### config.mk
export PLATFORM = sky130hd
export DESIGN_NAME = nvc_ctrl
export DESIGN_NICKNAME = d
export VERILOG_FILES = /design/src/nvc_pkg.sv /design/src/nvc_ctrl.sv
export VERILOG_INCLUDE_DIRS = /design/src
export SDC_FILE = /design/constraint.sdc
export NUM_CORES = 1
export LEC_CHECK = 0
export BUFFER_PORTS_ARGS = -buffer_cell sky130_fd_sc_hd__buf_2
export CORE_ASPECT_RATIO = 0.75
export CORE_MARGIN = 8
export CORE_UTILIZATION = 45
export CTS_BUF_LIST = sky130_fd_sc_hd__clkbuf_8
export DETAILED_ROUTE_END_ITERATION = 8
export PLACE_DENSITY = 0.7
export RECOVER_POWER = 100
export SLEW_MARGIN = 15
export SYNTH_ARGS = -nofsm -noshare
export SYNTH_HDL_FRONTEND = slang
export SYNTH_SLANG_ARGS = --single-unit
### constraint.sdc
create_clock -name mclk_i -period 37 [get_ports mclk_i]
set_clock_uncertainty 0.2 [all_clocks]
set_input_delay 1.85 -clock mclk_i [delete_from_list [all_inputs] [get_ports mclk_i]]
set_output_delay 1.85 -clock mclk_i [all_outputs]
set_load 0.05 [all_outputs]
### src/nvc_map.svh
// Address map, field positions, reset values and fixed ranks of the interrupt controller.
// Assumes a 32-bit byte address from the core; vector table sits at a fixed base.
`ifndef NVC_MAP_SVH
`define NVC_MAP_SVH

// Register addresses
`define NVC_ADDR_SET_EN     32'hE000_E100
`define NVC_ADDR_CLR_EN     32'hE000_E180
`define NVC_ADDR_SET_PEND   32'hE000_E200
`define NVC_ADDR_CLR_PEND   32'hE000_E280
`define NVC_ADDR_ACTIVE     32'hE000_E300
`define NVC_ADDR_STATUS     32'hE000_E304
`define NVC_ADDR_PRI_BASE   32'hE000_E400
`define NVC_ADDR_PRI_LAST   32'hE000_E41C
`define NVC_ADDR_SYS_PRI    32'hE000_E500

// Field layout
`define NVC_PRI_LSB         6
`define NVC_SYS_PRI_SVC     6
`define NVC_SYS_PRI_PSERVC  14
`define NVC_SYS_PRI_TICK    22

// Reset values
`define NVC_RST_WORD        32'h0000_0000
`define NVC_RST_PRI         2'h0
`define NVC_RESERVED_LINES  32'hC272_0080

// Ranks: lower is more urgent
`define NVC_RANK_NMI        3'h1
`define NVC_RANK_HARDF      3'h2
`define NVC_RANK_CFG_BASE   3'h3
`define NVC_RANK_THREAD     3'h7

// Vector numbers
`define NVC_VEC_NONE        6'h00
`define NVC_VEC_NMI         6'h02
`define NVC_VEC_HARDF       6'h03
`define NVC_VEC_SVC         6'h0B
`define NVC_VEC_PSERVC      6'h0E
`define NVC_VEC_TICK        6'h0F
`define NVC_VEC_IRQ0        6'h10
`define NVC_NUM_VEC         48
`define NVC_NUM_IRQ         32

// Vector table
`define NVC_VTAB_BASE       32'h0000_0000

`endif

### src/nvc_pkg.sv
// Types shared by the interrupt controller and its surroundings.
// Assumes nvc_map.svh supplies all numeric constants.
package nvc_pkg;

  typedef enum logic [2:0] {
    NVC_IDLE    = 3'b000,
    NVC_STACK   = 3'b001,
    NVC_FETCH   = 3'b010,
    NVC_RET     = 3'b011,
    NVC_UNSTACK = 3'b100
  } nvc_state_t;

  typedef struct packed {
    logic [31:0] addr;
    logic [31:0] wdata;
    logic        wr;
    logic        rd;
  } nvc_bus_req_t;

  typedef struct packed {
    logic        push_done;
    logic        pop_done;
    logic        vfetch_ack;
    logic [31:0] vfetch_data;
    logic        exc_return;
  } nvc_core_in_t;

  typedef struct packed {
    logic       nmi;
    logic       hard_fault;
    logic       supervisor_call_exc;
    logic       pendable_service_exc;
    logic       system_tick_exc;
  } nvc_sys_exc_t;

  typedef struct packed {
    logic       brownout_irq;
    logic       watchdog_irq;
    logic       ext_pin_irq_a;
    logic       ext_pin_irq_b;
    logic       port_ab_irq;
    logic       port_cdf_irq;
    logic       pulse_width_irq;
    logic [3:0] timer_irq;
    logic [1:0] serial_port_irq;
    logic [2:0] sync_serial_irq;
    logic [1:0] two_wire_irq;
    logic       usb_dev_irq;
    logic       keyboard_port_irq;
    logic       periph_dma_irq;
    logic       audio_serial_irq;
    logic       power_wake_irq;
    logic       converter_irq;
  } nvc_irq_src_t;

endpackage

### src/nvc_ctrl.sv
// Nested vectored interrupt controller: pending/enable/priority/active state,
// arbitration, and the entry, tail-chain and return sequencing with the core.
// Assumes the core performs stack pushes, pops and vector reads on request.
`timescale 1ns/1ns
`include "nvc_map.svh"

// Behaviour
// - Thirty-two request lines, four priority levels
// - Priority zero most urgent, three least
// - All configurable priorities reset to zero
// - NMI, hard fault fixed above level zero
// - Supervisor call, pendable service, tick programmable
// - Strictly more urgent request pre-empts handler
// - Accepted exceptions run in handler mode
// - Hardware reads handler address from vector table
// - Core state pushed during vector fetch
// - Handler end pops state and resumes
// - Pending request at end tail-chains directly
// - Late urgent arrival replaces entry without delay
// - Vector table fixed at address zero
// - Lines zero to 31 map to vectors 16-47
// - Line 0 brown-out, line 1 watchdog
// - Lines 2 and 3 external pin requests
// - Lines 4 and 5 collect port changes
// - Line 28 wake, 29 converter, timers 8-11
// - Registers respond from 0xE000_E100 onward
// - Write-one set and clear, both read state
// - Disabled line pends only; active stays active
// - Clearing pending leaves active handler alone
// - Priority in 8-bit field, four per word
module nvc_ctrl (
  // Clock and reset
  input  wire logic                 mclk_i,
  input  wire logic                 nrst_i,
  // Register port
  input  wire nvc_pkg::nvc_bus_req_t bus_i,
  output logic [31:0]               rdata_o,
  // Interrupt sources
  input  wire nvc_pkg::nvc_irq_src_t irq_src_i,
  input  wire nvc_pkg::nvc_sys_exc_t sys_exc_i,
  // Core sequencing
  input  wire nvc_pkg::nvc_core_in_t core_i,
  output logic                      push_req_o,
  output logic                      pop_req_o,
  output logic                      vfetch_req_o,
  output logic [31:0]               vfetch_addr_o,
  output logic                      enter_o,
  output logic [31:0]               handler_pc_o,
  output logic [5:0]                exc_num_o,
  output logic                      handler_mode_o
);

  nvc_pkg::nvc_state_t state_r;
  logic [31:0]         line_w;
  logic [31:0]         en_r;
  logic [47:0]         pend_r;
  logic [47:0]         act_r;
  logic [1:0]          irq_pri_r [`NVC_NUM_IRQ];
  logic [1:0]          svc_pri_r;
  logic [1:0]          pservc_pri_r;
  logic [1:0]          tick_pri_r;
  logic [2:0]          rank_w [`NVC_NUM_VEC];
  logic [47:0]         req_w;
  logic [47:0]         hw_set_w;
  logic [47:0]         sw_set_w;
  logic [47:0]         sw_clr_w;
  logic [2:0]          best_rank_w;
  logic [5:0]          best_vec_w;
  logic [2:0]          cur_rank_w;
  logic [5:0]          cur_vec_w;
  logic [5:0]          sel_vec_r;
  logic [2:0]          sel_rank_r;
  logic                push_ok_r;
  logic                vec_ok_r;
  logic [31:0]         vdata_r;
  logic                late_w;
  logic                push_now_w;
  logic                vec_now_w;
  logic                take_w;
  logic                wr_set_en_w;
  logic                wr_clr_en_w;
  logic                wr_set_pend_w;
  logic                wr_clr_pend_w;
  logic                wr_pri_w;
  logic                wr_sys_pri_w;
  logic [2:0]          pri_idx_w;
  logic [31:0]         rd_nxt;
  // Named copy so single mask bits can be selected
  localparam logic [31:0] RSV_MASK = `NVC_RESERVED_LINES;

  // Named sources onto numbered lines; reserved positions stay zero
  always_comb begin
    line_w      = 32'h0000_0000;
    line_w[0]   = irq_src_i.brownout_irq;
    line_w[1]   = irq_src_i.watchdog_irq;
    line_w[2]   = irq_src_i.ext_pin_irq_a;
    line_w[3]   = irq_src_i.ext_pin_irq_b;
    line_w[4]   = irq_src_i.port_ab_irq;
    line_w[5]   = irq_src_i.port_cdf_irq;
    line_w[6]   = irq_src_i.pulse_width_irq;
    line_w[11:8] = irq_src_i.timer_irq;
    line_w[13:12] = irq_src_i.serial_port_irq;
    line_w[16:14] = irq_src_i.sync_serial_irq;
    line_w[19:18] = irq_src_i.two_wire_irq;
    line_w[23]  = irq_src_i.usb_dev_irq;
    line_w[24]  = irq_src_i.keyboard_port_irq;
    line_w[26]  = irq_src_i.periph_dma_irq;
    line_w[27]  = irq_src_i.audio_serial_irq;
    line_w[28]  = irq_src_i.power_wake_irq;
    line_w[29]  = irq_src_i.converter_irq;
  end

  // Register decode
  assign wr_set_en_w   = bus_i.wr && (bus_i.addr == `NVC_ADDR_SET_EN);
  assign wr_clr_en_w   = bus_i.wr && (bus_i.addr == `NVC_ADDR_CLR_EN);
  assign wr_set_pend_w = bus_i.wr && (bus_i.addr == `NVC_ADDR_SET_PEND);
  assign wr_clr_pend_w = bus_i.wr && (bus_i.addr == `NVC_ADDR_CLR_PEND);
  assign wr_sys_pri_w  = bus_i.wr && (bus_i.addr == `NVC_ADDR_SYS_PRI);
  assign wr_pri_w      = bus_i.wr && (bus_i.addr >= `NVC_ADDR_PRI_BASE) &&
                         (bus_i.addr <= `NVC_ADDR_PRI_LAST) && (bus_i.addr[1:0] == 2'h0);
  assign pri_idx_w     = bus_i.addr[4:2];

  // Per-vector rank, request and set/clear terms
  genvar v;
  generate
    for (v = 0; v < `NVC_NUM_VEC; v++) begin : g_vec
      if (v >= 16) begin : g_irq
        // Fixed levels sit above every configurable level
        assign rank_w[v]   = `NVC_RANK_CFG_BASE + {1'b0, irq_pri_r[v-16]};
        assign req_w[v]    = pend_r[v] && en_r[v-16];
        assign hw_set_w[v] = line_w[v-16] && !RSV_MASK[v-16];
        assign sw_set_w[v] = wr_set_pend_w && bus_i.wdata[v-16] && !RSV_MASK[v-16];
        assign sw_clr_w[v] = wr_clr_pend_w && bus_i.wdata[v-16];
      end else begin : g_sys
        assign rank_w[v]   = (v == 2)  ? `NVC_RANK_NMI :
                             (v == 3)  ? `NVC_RANK_HARDF :
                             (v == 11) ? `NVC_RANK_CFG_BASE + {1'b0, svc_pri_r} :
                             (v == 14) ? `NVC_RANK_CFG_BASE + {1'b0, pservc_pri_r} :
                                         `NVC_RANK_CFG_BASE + {1'b0, tick_pri_r};
        assign req_w[v]    = pend_r[v];
        assign hw_set_w[v] = (v == 2)  ? sys_exc_i.nmi :
                             (v == 3)  ? sys_exc_i.hard_fault :
                             (v == 11) ? sys_exc_i.supervisor_call_exc :
                             (v == 14) ? sys_exc_i.pendable_service_exc :
                             (v == 15) ? sys_exc_i.system_tick_exc : 1'b0;
        assign sw_set_w[v] = 1'b0;
        assign sw_clr_w[v] = 1'b0;
      end
    end
  endgenerate

  // Most urgent request; ties go to the lower vector
  always_comb begin
    best_rank_w = `NVC_RANK_THREAD;
    best_vec_w  = `NVC_VEC_NONE;
    cur_rank_w  = `NVC_RANK_THREAD;
    cur_vec_w   = `NVC_VEC_NONE;
    for (int i = 0; i < `NVC_NUM_VEC; i++) begin
      if (req_w[i] && !act_r[i] && (rank_w[i] < best_rank_w)) begin
        best_rank_w = rank_w[i];
        best_vec_w  = 6'(i);
      end
      if (act_r[i] && (rank_w[i] < cur_rank_w)) begin
        cur_rank_w = rank_w[i];
        cur_vec_w  = 6'(i);
      end
    end
  end

  // Sequencing helpers
  assign late_w     = ((state_r == nvc_pkg::NVC_STACK) || (state_r == nvc_pkg::NVC_FETCH)) &&
                      (best_rank_w < sel_rank_r);
  assign push_now_w = (state_r == nvc_pkg::NVC_FETCH) || push_ok_r || core_i.push_done;
  assign vec_now_w  = !late_w && (vec_ok_r || (vfetch_req_o && core_i.vfetch_ack));
  assign take_w     = ((state_r == nvc_pkg::NVC_STACK) || (state_r == nvc_pkg::NVC_FETCH)) &&
                      push_now_w && vec_now_w;

  // Main sequencer
  always_ff @(posedge mclk_i or negedge nrst_i) begin
    if (!nrst_i) begin
      state_r       <= nvc_pkg::NVC_IDLE;
      sel_vec_r     <= `NVC_VEC_NONE;
      sel_rank_r    <= `NVC_RANK_THREAD;
      push_ok_r     <= 1'b0;
      vec_ok_r      <= 1'b0;
      vdata_r       <= `NVC_RST_WORD;
      push_req_o    <= 1'b0;
      pop_req_o     <= 1'b0;
      vfetch_req_o  <= 1'b0;
      vfetch_addr_o <= `NVC_VTAB_BASE;
      enter_o       <= 1'b0;
      handler_pc_o  <= `NVC_RST_WORD;
      exc_num_o     <= `NVC_VEC_NONE;
    end else begin
      enter_o <= take_w;
      case (state_r)
        nvc_pkg::NVC_IDLE: begin
          if (core_i.exc_return && (act_r != 48'h0)) begin
            state_r <= nvc_pkg::NVC_RET;
          end else if (best_rank_w < cur_rank_w) begin
            state_r       <= nvc_pkg::NVC_STACK;
            sel_vec_r     <= best_vec_w;
            sel_rank_r    <= best_rank_w;
            push_ok_r     <= 1'b0;
            vec_ok_r      <= 1'b0;
            push_req_o    <= 1'b1;
            vfetch_req_o  <= 1'b1;
            vfetch_addr_o <= `NVC_VTAB_BASE + {24'h00_0000, best_vec_w, 2'b00};
          end
        end
        nvc_pkg::NVC_STACK, nvc_pkg::NVC_FETCH: begin
          if (core_i.push_done) begin
            push_ok_r  <= 1'b1;
            push_req_o <= 1'b0;
          end
          if (late_w) begin
            // Stacking continues; only the vector read restarts
            sel_vec_r     <= best_vec_w;
            sel_rank_r    <= best_rank_w;
            vec_ok_r      <= 1'b0;
            vfetch_req_o  <= 1'b1;
            vfetch_addr_o <= `NVC_VTAB_BASE + {24'h00_0000, best_vec_w, 2'b00};
          end else if (vfetch_req_o && core_i.vfetch_ack) begin
            vec_ok_r     <= 1'b1;
            vfetch_req_o <= 1'b0;
            vdata_r      <= core_i.vfetch_data;
          end
          if (take_w) begin
            state_r      <= nvc_pkg::NVC_IDLE;
            push_req_o   <= 1'b0;
            vfetch_req_o <= 1'b0;
            handler_pc_o <= vec_ok_r ? vdata_r : core_i.vfetch_data;
            exc_num_o    <= sel_vec_r;
            sel_rank_r   <= `NVC_RANK_THREAD;
          end
        end
        nvc_pkg::NVC_RET: begin
          if (best_rank_w < cur_rank_w) begin
            state_r       <= nvc_pkg::NVC_FETCH;
            sel_vec_r     <= best_vec_w;
            sel_rank_r    <= best_rank_w;
            vec_ok_r      <= 1'b0;
            vfetch_req_o  <= 1'b1;
            vfetch_addr_o <= `NVC_VTAB_BASE + {24'h00_0000, best_vec_w, 2'b00};
          end else begin
            state_r   <= nvc_pkg::NVC_UNSTACK;
            pop_req_o <= 1'b1;
          end
        end
        nvc_pkg::NVC_UNSTACK: begin
          if (core_i.pop_done) begin
            state_r   <= nvc_pkg::NVC_IDLE;
            pop_req_o <= 1'b0;
            exc_num_o <= cur_vec_w;
          end
        end
        default: begin
          state_r <= nvc_pkg::NVC_IDLE;
        end
      endcase
    end
  end

  // Pending state; a set in the same cycle beats a clear
  always_ff @(posedge mclk_i or negedge nrst_i) begin
    if (!nrst_i) begin
      pend_r <= 48'h0000_0000_0000;
    end else begin
      for (int i = 0; i < `NVC_NUM_VEC; i++) begin
        if (hw_set_w[i] || sw_set_w[i]) begin
          pend_r[i] <= 1'b1;
        end else if (sw_clr_w[i] || (take_w && (sel_vec_r == 6'(i)))) begin
          pend_r[i] <= 1'b0;
        end
      end
    end
  end

  // Enable state
  always_ff @(posedge mclk_i or negedge nrst_i) begin
    if (!nrst_i) begin
      en_r <= `NVC_RST_WORD;
    end else if (wr_set_en_w) begin
      en_r <= en_r | bus_i.wdata;
    end else if (wr_clr_en_w) begin
      en_r <= en_r & ~bus_i.wdata;
    end
  end

  // Active state; cleared only by return or reset
  always_ff @(posedge mclk_i or negedge nrst_i) begin
    if (!nrst_i) begin
      act_r <= 48'h0000_0000_0000;
    end else begin
      for (int i = 0; i < `NVC_NUM_VEC; i++) begin
        if (take_w && (sel_vec_r == 6'(i))) begin
          act_r[i] <= 1'b1;
        end else if ((state_r == nvc_pkg::NVC_IDLE) && core_i.exc_return && (cur_vec_w == 6'(i))) begin
          act_r[i] <= 1'b0;
        end
      end
    end
  end

  // Handler mode whenever any exception is active
  always_ff @(posedge mclk_i or negedge nrst_i) begin
    if (!nrst_i) begin
      handler_mode_o <= 1'b0;
    end else begin
      handler_mode_o <= take_w || ((act_r != 48'h0) && (state_r != nvc_pkg::NVC_UNSTACK)) ||
                        ((state_r == nvc_pkg::NVC_UNSTACK) && (act_r != 48'h0));
    end
  end

  // Priorities: two live bits at the top of each byte
  always_ff @(posedge mclk_i or negedge nrst_i) begin
    if (!nrst_i) begin
      for (int k = 0; k < `NVC_NUM_IRQ; k++) begin
        irq_pri_r[k] <= `NVC_RST_PRI;
      end
      svc_pri_r    <= `NVC_RST_PRI;
      pservc_pri_r <= `NVC_RST_PRI;
      tick_pri_r   <= `NVC_RST_PRI;
    end else begin
      if (wr_pri_w) begin
        for (int k = 0; k < `NVC_NUM_IRQ; k++) begin
          if (pri_idx_w == 3'(k / 4)) begin
            irq_pri_r[k] <= bus_i.wdata[8*(k%4)+`NVC_PRI_LSB +: 2];
          end
        end
      end
      if (wr_sys_pri_w) begin
        svc_pri_r    <= bus_i.wdata[`NVC_SYS_PRI_SVC +: 2];
        pservc_pri_r <= bus_i.wdata[`NVC_SYS_PRI_PSERVC +: 2];
        tick_pri_r   <= bus_i.wdata[`NVC_SYS_PRI_TICK +: 2];
      end
    end
  end

  // Read mux; reserved pending bits and unmapped addresses read zero
  always_comb begin
    rd_nxt = 32'h0000_0000;
    if ((bus_i.addr == `NVC_ADDR_SET_EN) || (bus_i.addr == `NVC_ADDR_CLR_EN)) begin
      rd_nxt = en_r;
    end else if ((bus_i.addr == `NVC_ADDR_SET_PEND) || (bus_i.addr == `NVC_ADDR_CLR_PEND)) begin
      rd_nxt = pend_r[47:16];
    end else if (bus_i.addr == `NVC_ADDR_ACTIVE) begin
      rd_nxt = act_r[47:16];
    end else if (bus_i.addr == `NVC_ADDR_STATUS) begin
      rd_nxt = {23'h00_0000, state_r, cur_vec_w};
    end else if (bus_i.addr == `NVC_ADDR_SYS_PRI) begin
      rd_nxt[`NVC_SYS_PRI_SVC +: 2]    = svc_pri_r;
      rd_nxt[`NVC_SYS_PRI_PSERVC +: 2] = pservc_pri_r;
      rd_nxt[`NVC_SYS_PRI_TICK +: 2]   = tick_pri_r;
    end else if ((bus_i.addr >= `NVC_ADDR_PRI_BASE) && (bus_i.addr <= `NVC_ADDR_PRI_LAST) &&
                 (bus_i.addr[1:0] == 2'h0)) begin
      for (int k = 0; k < `NVC_NUM_IRQ; k++) begin
        if (pri_idx_w == 3'(k / 4)) begin
          rd_nxt[8*(k%4)+`NVC_PRI_LSB +: 2] = irq_pri_r[k];
        end
      end
    end
  end

  // Read data only in the cycle after the strobe
  always_ff @(posedge mclk_i or negedge nrst_i) begin
    if (!nrst_i) begin
      rdata_o <= `NVC_RST_WORD;
    end else begin
      rdata_o <= bus_i.rd ? rd_nxt : `NVC_RST_WORD;
    end
  end

endmodule

### Word-level counts from Yosys, hierarchy flattened

Index checks and enable logic that the tools add are counted.

| word-level totals | value |
|---|---|
| register bits | 332 |
| output and inout port bits | 107 |
| bits of input ports | 133 |
| logic and storage cells | 1263 |

| cells by class | value |
|---|---|
| bitwise gates (word level) | 4 |
| equality and inequality tests | 125 |
| add/sub/neg operators | 35 |
| muxes and demuxes | 405 |
| reductions and logical operators | 486 |
| magnitude comparators | 80 |

Operators with widths:

| kind | count |
|---|---|
| $mux W6 | 59 |
| $mux W32 | 10 |
| $logic_and A1 B1 Y1 | 292 |
| $mux W3 | 90 |
| $eq A32 B32 Y1 const B | 7 |
| $lt A3 B3 Y1 | 74 |
| $eq A6 B5 Y1 const B | 32 |
| $eq A6 B6 Y1 const B | 32 |
| $mux W1 | 174 |
| $reduce_bool A2 Y1 | 81 |
| $add A2 B2 Y3 const A | 35 |
| $eq A6 B4 Y1 const B | 16 |
| $mux W2 | 48 |
| $pmux W32 S3 | 1 |
| $logic_or A1 B1 Y1 | 56 |
| $eq A6 B3 Y1 const B | 8 |
| $reduce_bool A48 Y1 | 1 |
| $mux W4 | 11 |
| $and A32 B32 Y32 | 1 |
| $ge A32 B32 Y1 const B | 1 |
| $le A32 B32 Y1 const B | 1 |
| $not A32 Y32 | 1 |
| $or A32 B32 Y32 | 1 |
| $logic_not A1 Y1 | 30 |
| 27 further kinds | 73 |

### Depth between registers and ports, before layout

| logic depth | value |
|---|---|
| word-level depth | 150 |
| mapped depth | 155 |
| gate-level depth less buffers | 154 |

### Worst setup path before layout

OpenSTA, ideal clock, no wires.

| path | value |
|---|---|
| path kind | register to register |
| start point | register svc_pri_r[0] |
| end point | register act_r[9] |
| cell stages (with the launch flop) | 139 |
| clock period less this slack | 31.714 ns |
| data required time | 36.679 ns |
| buffers on the path | 2 |
| arrival time | 31.393 ns |
| library setup time | 0.121 ns |
| slack | 5.286 ns |
| path through | dfrtp_1 > clkbuf_1 > inv_1 > ha_1 > inv_1 > ha_1 > a21boi_0 > o21ai_0 > nand2_1 > mux2_2 > ha_1 > nor3b_1 > nand2_1 > mux2_2 > ha_1 > inv_1 > a31oi_1 > o21ai_0 > [103 not listed] > ha_1 > o21a_1 > o21ai_0 > nand2_1 > a21oi_1 > ha_1 > inv_1 > a211oi_1 > o31a_1 > nor2_1 > nor2_1 > nand2_1 > inv_1 > nand2b_1 > clkbuf_1 > nor3_1 > or3_1 > o22a_1 |

| between the ends | value |
|---|---|
| cells in the longest elaborated chain, start to end | 115 |
| elaborated cells on any way between the ends | 239 |
| classes of those cells | 1 x add/sub; 65 x order compare; 1 x eq/ne; 101 x mux; 71 x reduce/logical |

RTL lines:

| item | line | text |
|---|---|---|
| from (decl) | nvc_ctrl.sv:59 | `logic [1:0] svc_pri_r;` |
| from (signal assigned) | nvc_ctrl.sv:321 | `` svc_pri_r <= `NVC_RST_PRI; `` |
| from (signal assigned) | nvc_ctrl.sv:333 | `` svc_pri_r <= bus_i.wdata[`NVC_SYS_PRI_SVC +: 2]; `` |
| $add A2 B2 Y3 (no source line) (*) | -- |  |
| $lt A3 B3 Y1 | nvc_ctrl.sv:163 | `if (act_r[i] && (rank_w[i] < cur_rank_w)) begin` |
| $logic_and A1 B1 Y1 | nvc_ctrl.sv:163 |  |
| $mux W3 | nvc_ctrl.sv:163 |  |
| $lt A3 B3 Y1 | nvc_ctrl.sv:163 |  |
| $logic_and A1 B1 Y1 | nvc_ctrl.sv:163 |  |
| $mux W3 | nvc_ctrl.sv:163 |  |
| $lt A3 B3 Y1 | nvc_ctrl.sv:163 |  |
| [99 not listed] | -- |  |
| $logic_and A1 B1 Y1 | nvc_ctrl.sv:163 |  |
| $mux W3 | nvc_ctrl.sv:163 |  |
| $lt A3 B3 Y1 | nvc_ctrl.sv:163 |  |
| $logic_and A1 B1 Y1 | nvc_ctrl.sv:163 |  |
| $mux W6 | nvc_ctrl.sv:163 |  |
| $eq A6 B4 Y1 | nvc_ctrl.sv:298 | `end else if ((state_r == nvc_pkg::NVC_IDLE) && core_i.exc_return && (cur_vec_w == 6'(i))) begin` |
| $logic_and A1 B1 Y1 | nvc_ctrl.sv:298 |  |
| $reduce_bool A2 Y1 (no source line) | -- |  |
| to (signal assigned) | nvc_ctrl.sv:293 | `act_r <= 48'h0000_0000_0000;` |
| to (signal, indexed assignment) | nvc_ctrl.sv:297 | `act_r[i] <= 1'b1;` |
| to (signal, indexed assignment) | nvc_ctrl.sv:299 | `act_r[i] <= 1'b0;` |
| to (decl) | nvc_ctrl.sv:57 | `logic [47:0] act_r;` |

Mark *: on every way between the ends. The rest lies on a longest branch, timed or not.
A chain may end at the register's enable or synchronous reset.

### Worst setup path after layout

| path | value |
|---|---|
| start point | register svc_pri_r[0] |
| end point | register pend_r[17] |

| between the ends | value |
|---|---|
| cells in the longest elaborated chain, start to end | 90 |

RTL lines:

| item | line | text |
|---|---|---|
| $add A2 B2 Y3 (no source line) (*) | -- |  |
| $lt A3 B3 Y1 | nvc_ctrl.sv:159 | `if (req_w[i] && !act_r[i] && (rank_w[i] < best_rank_w)) begin` |
| $logic_and A1 B1 Y1 | nvc_ctrl.sv:159 |  |
| $mux W3 (*) | nvc_ctrl.sv:159 |  |
| $lt A3 B3 Y1 | nvc_ctrl.sv:159 |  |
| $logic_and A1 B1 Y1 | nvc_ctrl.sv:159 |  |
| $mux W3 (*) | nvc_ctrl.sv:159 |  |
| $lt A3 B3 Y1 | nvc_ctrl.sv:159 |  |
| [74 not listed] | -- |  |
| $lt A3 B3 Y1 (*) | nvc_ctrl.sv:172 | `(best_rank_w < sel_rank_r);` |
| $logic_and A1 B1 Y1 (*) | nvc_ctrl.sv:171 | `assign late_w = ((state_r == nvc_pkg::NVC_STACK) \|\| (state_r == nvc_pkg::NVC_FETCH)) &&` |
| $logic_not A1 Y1 (*) | nvc_ctrl.sv:174 | `assign vec_now_w = !late_w && (vec_ok_r \|\| (vfetch_req_o && core_i.vfetch_ack));` |
| $logic_and A1 B1 Y1 (*) | nvc_ctrl.sv:174 |  |
| $logic_and A1 B1 Y1 (*) | nvc_ctrl.sv:176 | `push_now_w && vec_now_w;` |
| $logic_and A1 B1 Y1 (*) | nvc_ctrl.sv:272 | `end else if (sw_clr_w[i] \|\| (take_w && (sel_vec_r == 6'(i)))) begin` |
| $logic_or A1 B1 Y1 (*) | nvc_ctrl.sv:272 |  |
| $reduce_bool A2 Y1 (no source line) (*) | -- |  |
| to (signal assigned) | nvc_ctrl.sv:267 | `pend_r <= 48'h0000_0000_0000;` |
| to (signal, indexed assignment) | nvc_ctrl.sv:271 | `pend_r[i] <= 1'b1;` |
| to (signal, indexed assignment) | nvc_ctrl.sv:273 | `pend_r[i] <= 1'b0;` |
| to (decl) | nvc_ctrl.sv:56 | `logic [47:0] pend_r;` |

Marks and branches as above.

==> flow_metrics.py <==
metrics = {
    "global_routing": {
        "track_usage": 0.294,
        "grt_pass1_vias": 23010,
        "grt_pass1_wl_um": 142000,
        "antenna_found_initial": 2,
        "grt.overflow.total": 0,
        "grt_max_degree": 85,
    },
    "setup_path": {
        "cp_slowest_stage_delay_ns": 0.55,
        "start_kind": "flip-flop",
        "r2r_slack_ns": 2.12,
        "required_ns": 37.33,
        "critPathMaxFanout": 78,
        "path_class": "flip-flop to flip-flop",
        "slowest_stage": "dfrtp_1",
        "crit_top_cell": "ha_1",
        "end_kind": "flip-flop",
        "worstPathArrival_ns": 35.21,
    },
    "floorplan": {
        "dieArea_sq_um": 61400,
        "die_h_um": 217,
        "initial_core_util": 0.456,
        "ios": 240,
        "core_sq_um": 53000,
        "std_cell_rows": 73,
        "die_x_um": 283,
    },
    "synthesis": {
        "synth_area_sq_um": 24100,
        "synth-main-ff-cell": "dfrtp_1",
        "ys_seq_area_frac": 0.311,
        "ys_ff_latch": 300,
        "synthArstFlopShare": 1.00,
        "synth.avg_cell_area_sq_um": 8.05,
        "ys_warn_count": 0,
        "synth-edff-count": 0,
        "syn_inst": 2998,
        "ys_types": 121,
    },
    "layout": {
        "area_delta_synth_final_pct": 11.3,
        "design_area_sq_um": 26900,
        "final_cells": 3914,
        "finalNetCount": 3388,
        "drive_gt1_frac": 0.148,
        "post-route-util": 0.507,
        "fillers": 5208,
    },
    "timing": {
        "fin_crit_sh": 0.943,
        "min_period_ns": 34.88,
        "fmax_mhz": 28.7,
        "setup_violations": 0,
        "maxSlewViolCount": 394,
        "fin_ws_ns": 2.12,
        "worst_slew_pin_slew_ns": 4.82,
        "hold_violations": 0,
        "relSlewSlack": -2.21,
    },
    "routing": {
        "viasPerCell": 6.43,
        "dr.pass1.iters": 7,
        "ant_nets": 0,
        "post_drt_wl_per_cell_um": 24.3,
        "remaining_drc_errors": 0,
        "drt-total-wl_um": 95300,
        "first_iter_violations": 3765,
        "vias": 25171,
    },
    "clocking": {
        "cts.sinks": 300,
        "cts_root_buf": "clkbuf_8",
        "numCtsBuffers": 51,
        "htree_num_levels": 2,
        "worst_skew_pair.late_latency_ns": 0.69,
        "clk_pin_slew_ns": 0.07,
        "cts_setup_buffers": 0,
        "post_cts_resize_count": 0,
        "cts_tree": "yes",
        "hold_buffers": 0,
        "cts_buffer_depth": 3,
    },
    "min_path": {
        "hp-class": "flip-flop to flip-flop",
    },
    "power": {
        "power.density_nw_per_um2": 72.9,
        "irDropWorstVdd_mv": 0.0462,
        "p_leak_uw": 0.0116,
    },
    "status": {
        "violations": "max-capacitance violations, max-slew violations",
        "status": "finished, violations left",
    },
    "place": {
        "gp_congestion": 1.02,
        "place_area_sq_um": 25700,
        "io_buffers": 213,
        "dpl.hpwl_um": 72800,
        "pre_cts_ws_ns": 0.569,
        "dp_cells": 3816,
    },
    "run": {
        "drv_cap": 6,
    },
}
layout by cell type (no fill, tap or decap), types with 37 or more instances in the layout:
cell type    n
o21a_1      38
nor3_1      60
clkbuf_1    89
nand3_1     94
nor2_1     232
o21ai_0    221
mux2_2     148
ha_1        98
and2_1      37
nand2_1    398
dfrtp_1    295
buf_2      131
a31oi_1     82
mux2i_1     45
o211ai_1    42
a21oi_1    243
clkbuf_8    65
inv_1      194
per-layer routing:
layer / vias up / GRT usage / part of all wire
met3: 247 / 0.122 / 0.15
met1: 11877 / 0.414 / 0.42
met5: - / 0.0145 / 0.0013
met2: 1658 / 0.399 / 0.39
li1: 11387 / - / -
met4: 2 / 0.0961 / 0.035
worst max-delay path, delay by kind of cell (launching register included):
kind                       cells  cell delay (ns)
DFF                            1             0.55
AOI/OAI and AO/OA             35             6.36
and+or+nand+nor               41            10.77
buffers and inverters          7             0.86
adders and majority gates     29             7.21
muxes                         25             8.78
per-stage QoR:
stage | setup TNS, ns | total power (uW) | hold slack (ns)
2_1_floorplan | 0 | 1250 | 0.241
3_5_place_dp | 0 | 1560 | 0.267
6_report | 0 | 1960 | 0.289
3_3_place_gp | 0 | 1560 | 0.265
4_1_cts | 0 | 1920 | 0.290
5_1_grt | -0.266 | 2070 | 0.308
synth_stat cells, drive strengths merged, types with 15 or more instances:
master    n  area (sq um)
a211oi   21           173
a21boi   33           248
a21o     22           165
a21oi   245          1240
a221oi   23           201
a222oi   20           200
a22oi    24           194
a31oi    84           547
and2     41           256
and3     37           231
buf      46           292
clkbuf  110           415
dfrtp   297          7430
ha       98          1230
inv     183           687
mux2    151          1700
mux2i    45           450
nand2   400          1510
nand2b   32           208
nand3    94           470
nand4    15           100
nor2    238           903
nor2b    26           170
nor3     69           355
nor4     24           171
o211ai   46           374
o21a     38           285
o21ai   232          1160
o22ai    18           113
o31ai    32           265
or3      16           105
final timing paths:
kind | start | end | cells after the start
max in group asynchronous | nrst_i | vec_ok_r | 2
min in group asynchronous | nrst_i | irq_pri_r[8] | 1
worst min register to register | flip-flop | flip-flop | 2
worst min-delay path | flip-flop | flip-flop | 2
worst max-delay path | svc_pri_r[0] | pend_r[17] | 137
worst max register to register | svc_pri_r[0] | pend_r[17] | 137
kinds of logic (layout without fill, tap and decap cells):
| group | after synthesis | after routing | synth area share |
|---|---|---|---|
| simple gates | 1040 | 1040 | 0.202 |
| compound gates | 1008 | 1008 | 0.282 |
| buf+inv | 340 | 517 | 0.0579 |
| flops | 300 | 300 | 0.311 |
| mux | 198 | 198 | 0.0910 |
| fa+ha+maj | 110 | 110 | 0.0558 |
| other cells | 1 | 28 | 0.000155 |
| xor+xnor | 1 | 1 | 0.000363 |
power by group:
part	internal (uW)	total (uW)	switching, uW	leakage, uW
Combinational	400	1170	767	0.00717
Clock	190	353	163	0.000645
Sequential	384	438	54.7	0.00381
Total	974	1960	985	0.0116
cell type report:
cell class,count,area [sq um],share of cell area
multi-input combinational,2383,15400,0.575
sequential,300,7510,0.280
timing repair buffer,237,1130,0.0421
clock buffer,65,895,0.0333
tap,712,891,0.0332
inverter,184,691,0.0257
clock inverter,31,289,0.0108
antenna,2,5.00,0.000186
Power figures use the tool's default switching activity.
